## config.mk

```make
export PLATFORM = sky130hd
export DESIGN_NAME = sllcr_top
export DESIGN_NICKNAME = d
export VERILOG_FILES = /design/src/sllcr_pkg.sv /design/src/sllcr_mem_if.sv /design/src/sllcr_regfile.sv /design/src/sllcr_top.sv
export SDC_FILE = /design/constraint.sdc
export NUM_CORES = 1
export LEC_CHECK = 0
export BUFFER_PORTS_ARGS = -buffer_cell sky130_fd_sc_hd__buf_2
export CAP_MARGIN = 20
export CORE_ASPECT_RATIO = 1.4
export CORE_MARGIN = 4
export CORE_UTILIZATION = 51
export CTS_CLUSTER_DIAMETER = 30
export CTS_CLUSTER_SIZE = 24
export DETAILED_ROUTE_END_ITERATION = 10
export PLACE_DENSITY = 0.83
export SLEW_MARGIN = 10
export SYNTH_ARGS = -nofsm -noshare
export SYNTH_HDL_FRONTEND = slang
export SYNTH_HIERARCHICAL = 1
export SYNTH_SLANG_ARGS = --single-unit
```

## constraint.sdc

```tcl
create_clock -name CLK_SYS -period 2.9 [get_ports CLK_SYS]
set_clock_uncertainty 0.05 [all_clocks]
set_input_delay 0.29 -clock CLK_SYS [delete_from_list [all_inputs] [get_ports CLK_SYS]]
set_output_delay 0.29 -clock CLK_SYS [all_outputs]
set_load 0.005 [all_outputs]
```

## src/sllcr_pkg.sv

```systemverilog
// package: register map, field layout and reset values of the serial link lane config bank
package sllcr_pkg;
    // -----------------------------------------------------------------
    // register indices (byte address is four times the index)
    // -----------------------------------------------------------------
    localparam logic [7:0] IDX_LANE_DEEMPH_SHARED = 8'h12;
    localparam logic [7:0] IDX_LANE0_DEEMPH = 8'h13;
    localparam logic [7:0] IDX_LANE2_DEEMPH = 8'h14;
    localparam logic [7:0] IDX_LANE3_DEEMPH = 8'h15;
    localparam logic [7:0] IDX_SERIALIZER_PLL_MODE = 8'h16;
    localparam logic [7:0] IDX_PLL_RESET_LANE_PDN = 8'h17;
    localparam logic [7:0] IDX_CHAN_A_LANE_MAPPING = 8'h31;
    localparam logic [7:0] IDX_CHAN_B_LANE_MAPPING = 8'h32;
    localparam int NUM_REGS = 8;
    localparam int ADDR_W = 10;
    // -----------------------------------------------------------------
    // field layout
    // -----------------------------------------------------------------
    localparam int DEEMPH_LSB = 2;
    localparam int DEEMPH_W = 6;
    localparam logic [7:0] DEEMPH_MASK = 8'hfc;
    localparam logic [7:0] SHARED_MASK = 8'hfe;
    localparam logic [7:0] PLL_MODE_MASK = 8'h03;
    localparam logic [7:0] PDN_REG_MASK = 8'h68;
    localparam logic [7:0] MAP_MASK = 8'hff;
    localparam int PLL_RESET_BIT = 6;
    localparam int OFF_HI_BIT = 5;
    localparam int OFF_LO_BIT = 3;
    localparam logic [1:0] PLL_MODE_20X = 2'h0;
    localparam logic [1:0] PLL_MODE_40X = 2'h2;
    // -----------------------------------------------------------------
    // reset values
    // -----------------------------------------------------------------
    localparam logic [7:0] RST_DEEMPH = 8'h00;
    localparam logic [7:0] RST_PLL_MODE = 8'h00;
    localparam logic [7:0] RST_PDN = 8'h00;
    localparam logic [7:0] RST_MAP = 8'h00;
    localparam logic [31:0] UNMAPPED_READ = 32'h00000000;
endpackage : sllcr_pkg

```

## src/sllcr_mem_if.sv

```systemverilog
// interface: write and read ports of the register storage
`timescale 1ns/1ps
`default_nettype none
interface sllcr_mem_if;
    logic we;
    logic [2:0] waddr;
    logic [7:0] wdata;
    logic [2:0] raddr;
    logic [7:0] rdata;
    logic [7:0] regs [8];
    modport ctrl (output we, output waddr, output wdata, output raddr, input rdata, input regs);
    modport mem (input we, input waddr, input wdata, input raddr, output rdata, output regs);
endinterface : sllcr_mem_if
`default_nettype wire

```

## src/sllcr_regfile.sv

```systemverilog
// storage of the eight 8-bit configuration registers with registered read port
`timescale 1ns/1ps
`default_nettype none
module sllcr_regfile
    import sllcr_pkg::*;
(
    input wire logic clk,
    input wire logic rst,
    sllcr_mem_if.mem m
);
    logic [7:0] regs_q [NUM_REGS];
    logic [7:0] rdata_q;
    // -----------------------------------------------------------------
    // writable mask per slot
    // -----------------------------------------------------------------
    function automatic logic [7:0] slot_mask(input logic [2:0] s);
        unique case (s)
            3'h0: slot_mask = SHARED_MASK;
            3'h1, 3'h2, 3'h3: slot_mask = DEEMPH_MASK;
            3'h4: slot_mask = PLL_MODE_MASK;
            3'h5: slot_mask = PDN_REG_MASK;
            3'h6, 3'h7: slot_mask = MAP_MASK;
        endcase
    endfunction : slot_mask
    function automatic logic [7:0] slot_reset(input logic [2:0] s);
        unique case (s)
            3'h0, 3'h1, 3'h2, 3'h3: slot_reset = RST_DEEMPH;
            3'h4: slot_reset = RST_PLL_MODE;
            3'h5: slot_reset = RST_PDN;
            3'h6, 3'h7: slot_reset = RST_MAP;
        endcase
    endfunction : slot_reset
    always_ff @(posedge clk) begin
        for (int i = 0; i < NUM_REGS; i++) begin
            if (rst) begin
                regs_q[i] <= slot_reset(3'(i));
            end else if (m.we && m.waddr == 3'(i)) begin
                regs_q[i] <= m.wdata & slot_mask(3'(i));
            end
        end
    end
    always_ff @(posedge clk) begin
        if (rst) begin
            rdata_q <= 8'h00;
        end else begin
            rdata_q <= regs_q[m.raddr];
        end
    end
    assign m.rdata = rdata_q;
    assign m.regs = regs_q;
endmodule : sllcr_regfile
`default_nettype wire

```

## src/sllcr_top.sv

```systemverilog
// top: wishbone slave and decoded outputs of the serial link lane config bank
`timescale 1ns/1ps
`default_nettype none
module sllcr_top
    import sllcr_pkg::*;
(
    input wire logic CLK_SYS,
    input wire logic SYS_RST,
    input wire logic WB_CYC_I,
    input wire logic WB_STB_I,
    input wire logic WB_WE_I,
    input wire logic [sllcr_pkg::ADDR_W-1:0] WB_ADR_I,
    input wire logic [3:0] WB_SEL_I,
    input wire logic [31:0] WB_DAT_I,
    output logic [31:0] WB_DAT_O,
    output logic WB_ACK_O,
    output logic [7:0] CHAN_A_LANE_MAP,
    output logic [7:0] CHAN_B_LANE_MAP,
    output logic [5:0] LANE0_DEEMPHASIS,
    output logic [5:0] LANE1_DEEMPHASIS,
    output logic [5:0] LANE2_DEEMPHASIS,
    output logic [5:0] LANE3_DEEMPHASIS,
    output logic [1:0] SERIALIZER_PLL_FACTOR,
    output logic LANES_PER_CONV_FOUR,
    output logic PLL_FACTOR_VALID,
    output logic SERIALIZER_PLL_RESET,
    output logic OUTER_LANES_OFF
);
    typedef enum logic [1:0] {SLLCR_IDLE, SLLCR_READ, SLLCR_ACK} sllcr_state_t;
    sllcr_state_t state_q, state_d;
    sllcr_mem_if mi ();
    logic ack_q;
    logic ack_d;
    logic [31:0] dat_q;
    logic [31:0] dat_d;
    logic [7:0] map_a_q;
    logic [7:0] map_a_d;
    logic [7:0] map_b_q;
    logic [7:0] map_b_d;
    logic [5:0] emp_q [4];
    logic [5:0] emp_d [4];
    logic [1:0] factor_q;
    logic [1:0] factor_d;
    logic four_q;
    logic four_d;
    logic valid_q;
    logic valid_d;
    logic prst_q;
    logic prst_d;
    logic off_q;
    logic off_d;
    // -----------------------------------------------------------------
    // address decode
    // -----------------------------------------------------------------
    function automatic logic [3:0] decode(input logic [7:0] idx);
        unique case (idx)
            IDX_LANE_DEEMPH_SHARED: decode = 4'h8;
            IDX_LANE0_DEEMPH: decode = 4'h9;
            IDX_LANE2_DEEMPH: decode = 4'ha;
            IDX_LANE3_DEEMPH: decode = 4'hb;
            IDX_SERIALIZER_PLL_MODE: decode = 4'hc;
            IDX_PLL_RESET_LANE_PDN: decode = 4'hd;
            IDX_CHAN_A_LANE_MAPPING: decode = 4'he;
            IDX_CHAN_B_LANE_MAPPING: decode = 4'hf;
            default: decode = 4'h0;
        endcase
    endfunction : decode
    wire logic req = WB_CYC_I && WB_STB_I && !ack_q;
    wire logic word_ok = (WB_ADR_I[1:0] == 2'b00);
    wire logic [3:0] dec = decode(WB_ADR_I[9:2]);
    wire logic hit = word_ok && dec[3];
    wire logic [2:0] slot = dec[2:0];
    wire logic lane0_sel = WB_SEL_I[0];
    // -----------------------------------------------------------------
    // bus sequencing: writes and unmapped reads ack next cycle, mapped reads after storage read
    // -----------------------------------------------------------------
    always_comb begin
        state_d = state_q;
        unique case (state_q)
            SLLCR_IDLE: if (req) state_d = (WB_WE_I || !hit) ? SLLCR_ACK : SLLCR_READ;
            SLLCR_READ: state_d = SLLCR_ACK;
            SLLCR_ACK: state_d = SLLCR_IDLE;
        endcase
    end
    assign mi.we = (state_q == SLLCR_IDLE) && req && WB_WE_I && hit && lane0_sel;
    assign mi.waddr = slot;
    assign mi.wdata = WB_DAT_I[7:0];
    assign mi.raddr = slot;
    // -----------------------------------------------------------------
    // register storage
    // -----------------------------------------------------------------
    sllcr_regfile u_regfile (
        .clk(CLK_SYS),
        .rst(SYS_RST),
        .m(mi)
    );
    // -----------------------------------------------------------------
    // bus registers
    // -----------------------------------------------------------------
    wire logic take = (state_q == SLLCR_IDLE) && req;
    wire logic rd_done = (state_q == SLLCR_READ);
    assign ack_d = (state_d == SLLCR_ACK);
    assign dat_d = rd_done ? {24'h000000, mi.rdata} : (take ? UNMAPPED_READ : dat_q);
    always_ff @(posedge CLK_SYS) begin
        if (SYS_RST) begin
            state_q <= SLLCR_IDLE;
        end else begin
            state_q <= state_d;
        end
    end
    always_ff @(posedge CLK_SYS) begin
        if (SYS_RST) begin
            ack_q <= 1'b0;
        end else begin
            ack_q <= ack_d;
        end
    end
    always_ff @(posedge CLK_SYS) begin
        if (SYS_RST) begin
            dat_q <= UNMAPPED_READ;
        end else begin
            dat_q <= dat_d;
        end
    end
    // -----------------------------------------------------------------
    // field decode to transmitter controls
    // -----------------------------------------------------------------
    wire logic [7:0] r_shared = mi.regs[0];
    wire logic [7:0] r_lane0 = mi.regs[1];
    wire logic [7:0] r_lane2 = mi.regs[2];
    wire logic [7:0] r_lane3 = mi.regs[3];
    wire logic [7:0] r_pll = mi.regs[4];
    wire logic [7:0] r_pdn = mi.regs[5];
    wire logic [7:0] r_map_a = mi.regs[6];
    wire logic [7:0] r_map_b = mi.regs[7];
    wire logic [1:0] pll_f = r_pll[1:0];
    // -----------------------------------------------------------------
    // de-emphasis field of a lane register
    // -----------------------------------------------------------------
    function automatic logic [5:0] deemph_field(input logic [7:0] r);
        deemph_field = r[DEEMPH_LSB +: DEEMPH_W];
    endfunction : deemph_field
    // -----------------------------------------------------------------
    // next values of the transmitter controls
    // -----------------------------------------------------------------
    assign emp_d[0] = deemph_field(r_lane0);
    assign emp_d[1] = deemph_field(r_shared);
    assign emp_d[2] = deemph_field(r_lane2);
    assign emp_d[3] = deemph_field(r_lane3);
    assign map_a_d = r_map_a;
    assign map_b_d = r_map_b;
    assign factor_d = pll_f;
    assign four_d = (pll_f == PLL_MODE_20X);
    assign valid_d = (pll_f == PLL_MODE_20X) || (pll_f == PLL_MODE_40X);
    assign prst_d = r_pdn[PLL_RESET_BIT];
    assign off_d = r_pdn[OFF_HI_BIT] && r_pdn[OFF_LO_BIT];
    // -----------------------------------------------------------------
    // transmitter control registers
    // -----------------------------------------------------------------
    always_ff @(posedge CLK_SYS) begin
        if (SYS_RST) begin
            for (int i = 0; i < 4; i++) begin
                emp_q[i] <= RST_DEEMPH[DEEMPH_LSB +: DEEMPH_W];
            end
        end else begin
            for (int i = 0; i < 4; i++) begin
                emp_q[i] <= emp_d[i];
            end
        end
    end
    always_ff @(posedge CLK_SYS) begin
        if (SYS_RST) begin
            map_a_q <= RST_MAP;
            map_b_q <= RST_MAP;
        end else begin
            map_a_q <= map_a_d;
            map_b_q <= map_b_d;
        end
    end
    always_ff @(posedge CLK_SYS) begin
        if (SYS_RST) begin
            factor_q <= RST_PLL_MODE[1:0];
            four_q <= 1'b0;
            valid_q <= 1'b0;
        end else begin
            factor_q <= factor_d;
            four_q <= four_d;
            valid_q <= valid_d;
        end
    end
    always_ff @(posedge CLK_SYS) begin
        if (SYS_RST) begin
            prst_q <= RST_PDN[PLL_RESET_BIT];
            off_q <= 1'b0;
        end else begin
            prst_q <= prst_d;
            off_q <= off_d;
        end
    end
    // -----------------------------------------------------------------
    // outputs straight from the flops
    // -----------------------------------------------------------------
    assign WB_ACK_O = ack_q;
    assign WB_DAT_O = dat_q;
    assign CHAN_A_LANE_MAP = map_a_q;
    assign CHAN_B_LANE_MAP = map_b_q;
    assign LANE0_DEEMPHASIS = emp_q[0];
    assign LANE1_DEEMPHASIS = emp_q[1];
    assign LANE2_DEEMPHASIS = emp_q[2];
    assign LANE3_DEEMPHASIS = emp_q[3];
    assign SERIALIZER_PLL_FACTOR = factor_q;
    assign LANES_PER_CONV_FOUR = four_q;
    assign PLL_FACTOR_VALID = valid_q;
    assign SERIALIZER_PLL_RESET = prst_q;
    assign OUTER_LANES_OFF = off_q;
endmodule : sllcr_top
`default_nettype wire

```

# Yosys cells after proc, flatten, opt, wreduce, memory -nomap -nowiden
# Memory sizes are Yosys's and may differ from the RTL's.
# Index checks and enable logic that the tools add are counted.
# word_totals
output_inout_bits,79
mem_count,1
romBits,0
wordCells,110
ram_bits,24
reg_bits,105
input_bits,51
latch_bits,0
# mem_list
name,words,word_bits,read_ports,rd_clocked_by_memory_dff,write_ports,line,text
emp_q,4,6,4,0,4,sllcr_top.sv:40,logic [5:0] emp_q [4];
# classes
bitwise_logic,13
addsub,0
magnitude_cmp,1
div,0
shifts,0
eq_ne,19
n_mux,32
n_reduce_logical,25
mul,0
# op_table
op,count
$mux W8,20
$and A8 B8 Y8,8
$eq A8 B5 Y1 const B,6
$pmux W4 S8,1
$bmux W8 S3,1
$mux W6,4
$eq A8 B6 Y1 const B,2
$logic_and A1 B1 Y1,16
$eq A3 B3 Y1 const B,4
$eq A2 B2 Y1 const B,3
$eq A3 B2 Y1 const B,2
$logic_not A2 Y1,3
$pmux W2 S3,1
$ge A4 B4 Y1 const B,1
$mux W2,2
$not A3 Y4,1
$or A1 B1 Y1,4
$eq A3 B1 Y1 const B,1
$logic_not A3 Y1,1
$mux W1,3
$eq A2 B1 Y1 const B,1
$logic_not A1 Y1,2
$logic_or A1 B1 Y1,2
$reduce_bool A2 Y1,1

# Logic depth before layout (Yosys ltp)
# depth
ltp_word,10
ltp_mapped,9
depth_no_buf,7

# By module
# Netlist, hierarchy kept.
# modules_own_cells
module,instances,cells_per_inst,area_per_inst_um2,seq_area_each_um2
sllcr_regfile,1,258,2508.7,1081.0
sllcr_top,1,188,1960.6,1141.1

# Worst setup path after synthesis
# No wires, ideal clock.
# synth_path
path_type,input port to flip-flop
startpoint,input port WB_ADR_I[5] (netlist name)
endpoint,"register u_regfile.regs_q, in the netlist u_regfile/m.regs[42]"
arrival_ps,1981
cell_stages,7
n_path_buf,2
required_time_ps,2722
slack_ps,741
setup_time_ps,128
path_cell_list,or4b_4 -> a21oi_1 -> buf_6 -> and4bb_2 -> buf_6 -> mux2i_1 -> nor2_1
# synth_via
elab_cells_between_ends,14
cone_classes,9 x eq/ne; 1 x mux; 4 x reduce/logical
# synth_rtl
item,line,text
"start, declared",sllcr_top.sv:12,"input wire logic [sllcr_pkg::ADDR_W-1:0] WB_ADR_I,"
$eq A8 B6 Y1 or $eq A8 B5 Y1 (tied branches),sllcr_top.sv:56,unique case (idx)
$pmux W4 S8 *,sllcr_top.sv:56,
via dec[2],sllcr_top.sv:70,wire logic [3:0] dec = decode(WB_ADR_I[9:2]);
$eq A3 B2 Y1 *,sllcr_regfile.sv:37,end else if (m.we && m.waddr == 3'(i)) begin
$logic_and A1 B1 Y1 *,sllcr_regfile.sv:37,
"end signal, assigned by index",sllcr_regfile.sv:36,regs_q[i] <= slot_reset(3'(i));
"end signal, assigned by index",sllcr_regfile.sv:38,regs_q[i] <= m.wdata & slot_mask(3'(i));
"end, declared",sllcr_regfile.sv:11,logic [7:0] regs_q [NUM_REGS];
# The timed path passes the listed nets; every way through them passes the cells marked *.
# A chain may end at the register's enable or synchronous reset.

# Worst setup path after layout
# layout_path
startpoint,register ack_q (netlist: WB_ACK_O)
endpoint,"register u_regfile.regs_q, in the netlist u_regfile/m.regs[57]"
# layout_via
elab_chain_len,7
# layout_rtl
item,line,text
"start, declared",sllcr_top.sv:32,logic ack_q;
"start signal, assigned",sllcr_top.sv:115,ack_q <= ack_d;
$logic_not A1 Y1,sllcr_top.sv:68,wire logic req = WB_CYC_I && WB_STB_I && !ack_q;
$logic_and A1 B1 Y1,sllcr_top.sv:68,
$logic_and A1 B1 Y1 (4 in series),sllcr_top.sv:85,assign mi.we = (state_q == SLLCR_IDLE) && req && WB_WE_I && hit && lane0_sel;
via mi.we,sllcr_mem_if.sv:5,logic we;
$logic_and A1 B1 Y1,sllcr_regfile.sv:37,
# The timed path passes the listed nets, and every way through them passes these cells.

==> flow_summary_export.csv <==
group,metric,value,unit
die,die_w,85.9,um
die,start_util,52.5,%
pwr,p_per_area,562,nW/um2
sta,fmax,0.464,GHz
route,antenna_left,0,
cells_and_area,fin_area,4950,um2
route,vias,3134,
clock_tree,cts_root_buffer,"clkbuf_16",
status,status,"finished, final reports clean",
clock_tree,numCtsBuffers,9,
placement,place_hpwl,6.28,mm
sta,rsz0062_at_grt,"no",
pwr,p_leak,2.10,nW
sta,period_share,74.3,%
synth,ys.warnings.count,6,
route,drcViolationCount,0,
route,via_per_inst,5.18,
route,detail_route.wirelength,8.78,mm
clock_tree,cts_setup_buffers,0,
global_routing,overflow,0,
die,num_rows,39,
clock_tree,clockBufferDepth,2,
critical_path,cp-end-kind,"flip-flop",
cells_and_area,n_fill_cell,679,
placement,placed_area,4670,um2
min_path,holdPathStages,3,
sta,finalSetupViolations,0,
clock_tree,clkSinkCount,111,
sta,tightest_slew,746,ps
synth,mappedNetlistArea,4330,um2
placement,place.gp.congestion,0.805,
clock_tree,cts.repair.resized,0,
sta,finalHoldViolCount,0,
global_routing,grt_pass1_vias,2936,
clock_tree,htreeDepth,3,
critical_path,critPathLaunchType,"flip-flop",
critical_path,crit_required,3080,ps
placement,numPortBuffers,78,
clock_tree,tritoncts,"done",
critical_path,critPathMaxFanout,7,
pwr,max-vdd-ir-drop,0.000418,V
synth,syn_avg_cell_area,10.1,um2
min_path,holdCritPathClass,"in -> reg",
cells_and_area,area_growth,14.3,%
clock_tree,clk_pin_slew,70,ps
run,drv_cap,0,
critical_path,critPathKind,"reg -> reg",
global_routing,grt_pass1_wl,13.8,mm
global_routing,groute.usage.overall,17.5,%
global_routing,grt_max_degree,30,
route,wl_per_cell,14.5,um
cells_and_area,drive_gt1_share,24.1,%
critical_path,arrival,2340,ps
die,io_pins,130,
route,first_iter_violations,232,
pwr,total_power,2.78,mW
global_routing,antenna_found_initial,0,
die,design.core.area,8250,um2
synth,synthCells,427,
clock_tree,clock_latency,340,ps
route,first_pass_iters,5,
cells_and_area,antenna_cells,0,
cells_and_area,fin_util,60.0,%
sta,finalMaxSlewViolations,0,
cells_and_area,fin_nets,551,
sta,min_period,2150,ps
die,dieArea,10100,um2
die,die-height,117,um
sta,fin_setup_tns,0,ps
clock_tree,hold_buffers,0,
sta,relSlewSlack,50.1,%
critical_path,reg2reg_depth,7,
sta,worst_hold_slack,175,ps
==> worst max-delay path, stage by stage (launching register included) <==
cell and delay, ps:
dfxtp_1 300, and3b_1 290, nor2b_2 180, nand3_1 70, nor2_1 170, nor4b_4 650
mux2i_1 280, nor2_1 50
==> flip-flops by register name, summed over array words and instances (netlist names) <==
name	count
PLL_FACTOR_VALID	1
OUTER_LANES_OFF	1
SERIALIZER_PLL_FACTOR	2
u_regfile/m.regs	46
LANES_PER_CONV_FOUR	1
WB_ACK_O	1
u_regfile/m.rdata	8
SERIALIZER_PLL_RESET	1
WB_DAT_O	8
emp_q	24
CHAN_A_LANE_MAP	8
state_q	2
CHAN_B_LANE_MAP	8
==> routing by layer <==
metal  global-route usage (%)  up-vias  wire length [um]
met3                     1.89       17               489
met4                     9.82        0               231
li1                         -     1537                 -
met2                     32.0      110              4660
met5                        0        -                 0
met1                     19.7     1470              3400
==> metrics by stage <==
stage / instances / setup slack (ps)
after floorplan: 450 / 741
after global placement: 589 / 477
after detailed placement: 589 / 426
after CTS: 605 / 757
after global routing: 605 / 641
final: 605 / 746
==> worst paths after layout <==
| path | slack [ps] | startpoint | endpoint |
|---|---|---|---|
| setup / recovery | 750 | WB_ACK_O$_SDFF_PP0_ | u_regfile/m.regs[57]$_SDFFE_PP0P_ |
| hold / removal | 170 | WB_DAT_I[0] | u_regfile/m.regs[0]$_SDFFE_PP0P_ |
| setup reg to reg | 750 | WB_ACK_O$_SDFF_PP0_ | u_regfile/m.regs[57]$_SDFFE_PP0P_ |
| hold reg to reg | 410 | u_regfile/m.regs[19]$_SDFFE_PP0P_ | OUTER_LANES_OFF$_SDFF_PP0_ |
==> placed cells by master, fill, tap and decap left out, types with 2 or more instances in the layout <==
cell / count
a211oi_1: 2
a21oi_1: 21
a21oi_2: 2
a221oi_1: 2
a22oi_1: 8
and2_1: 2
and4b_1: 2
and4bb_2: 3
buf_2: 78
buf_4: 8
clkbuf_16: 9
conb_1: 24
dfxtp_1: 111
ha_1: 2
inv_1: 5
mux2_2: 3
mux2i_1: 40
mux4_2: 2
nand2_1: 35
nand2b_1: 2
nand3_1: 3
nand4b_1: 2
nor2_1: 46
nor2b_1: 45
nor3_1: 5
o21ai_0: 2
o21ai_1: 3
o32a_1: 3
o32ai_1: 2
or3_1: 2
==> report_power, final <==
part	internal, mW	switching [mW]
registers	1.53	0.00155
clock network	0.615	0.536
logic	0.0330	0.0676
==> final cells by class <==
type,count,area [um2],area share [%]
Tap cell,102,128,2.58
Sequential cell,111,2220,44.9
Multi-Input combinational cell,283,1820,36.8
Inverter,6,22.5,0.455
Clock buffer,11,243,4.90
Clock inverter,5,41.3,0.834
Timing Repair Buffer,87,470,9.50
Power figures use the tool's default switching activity.
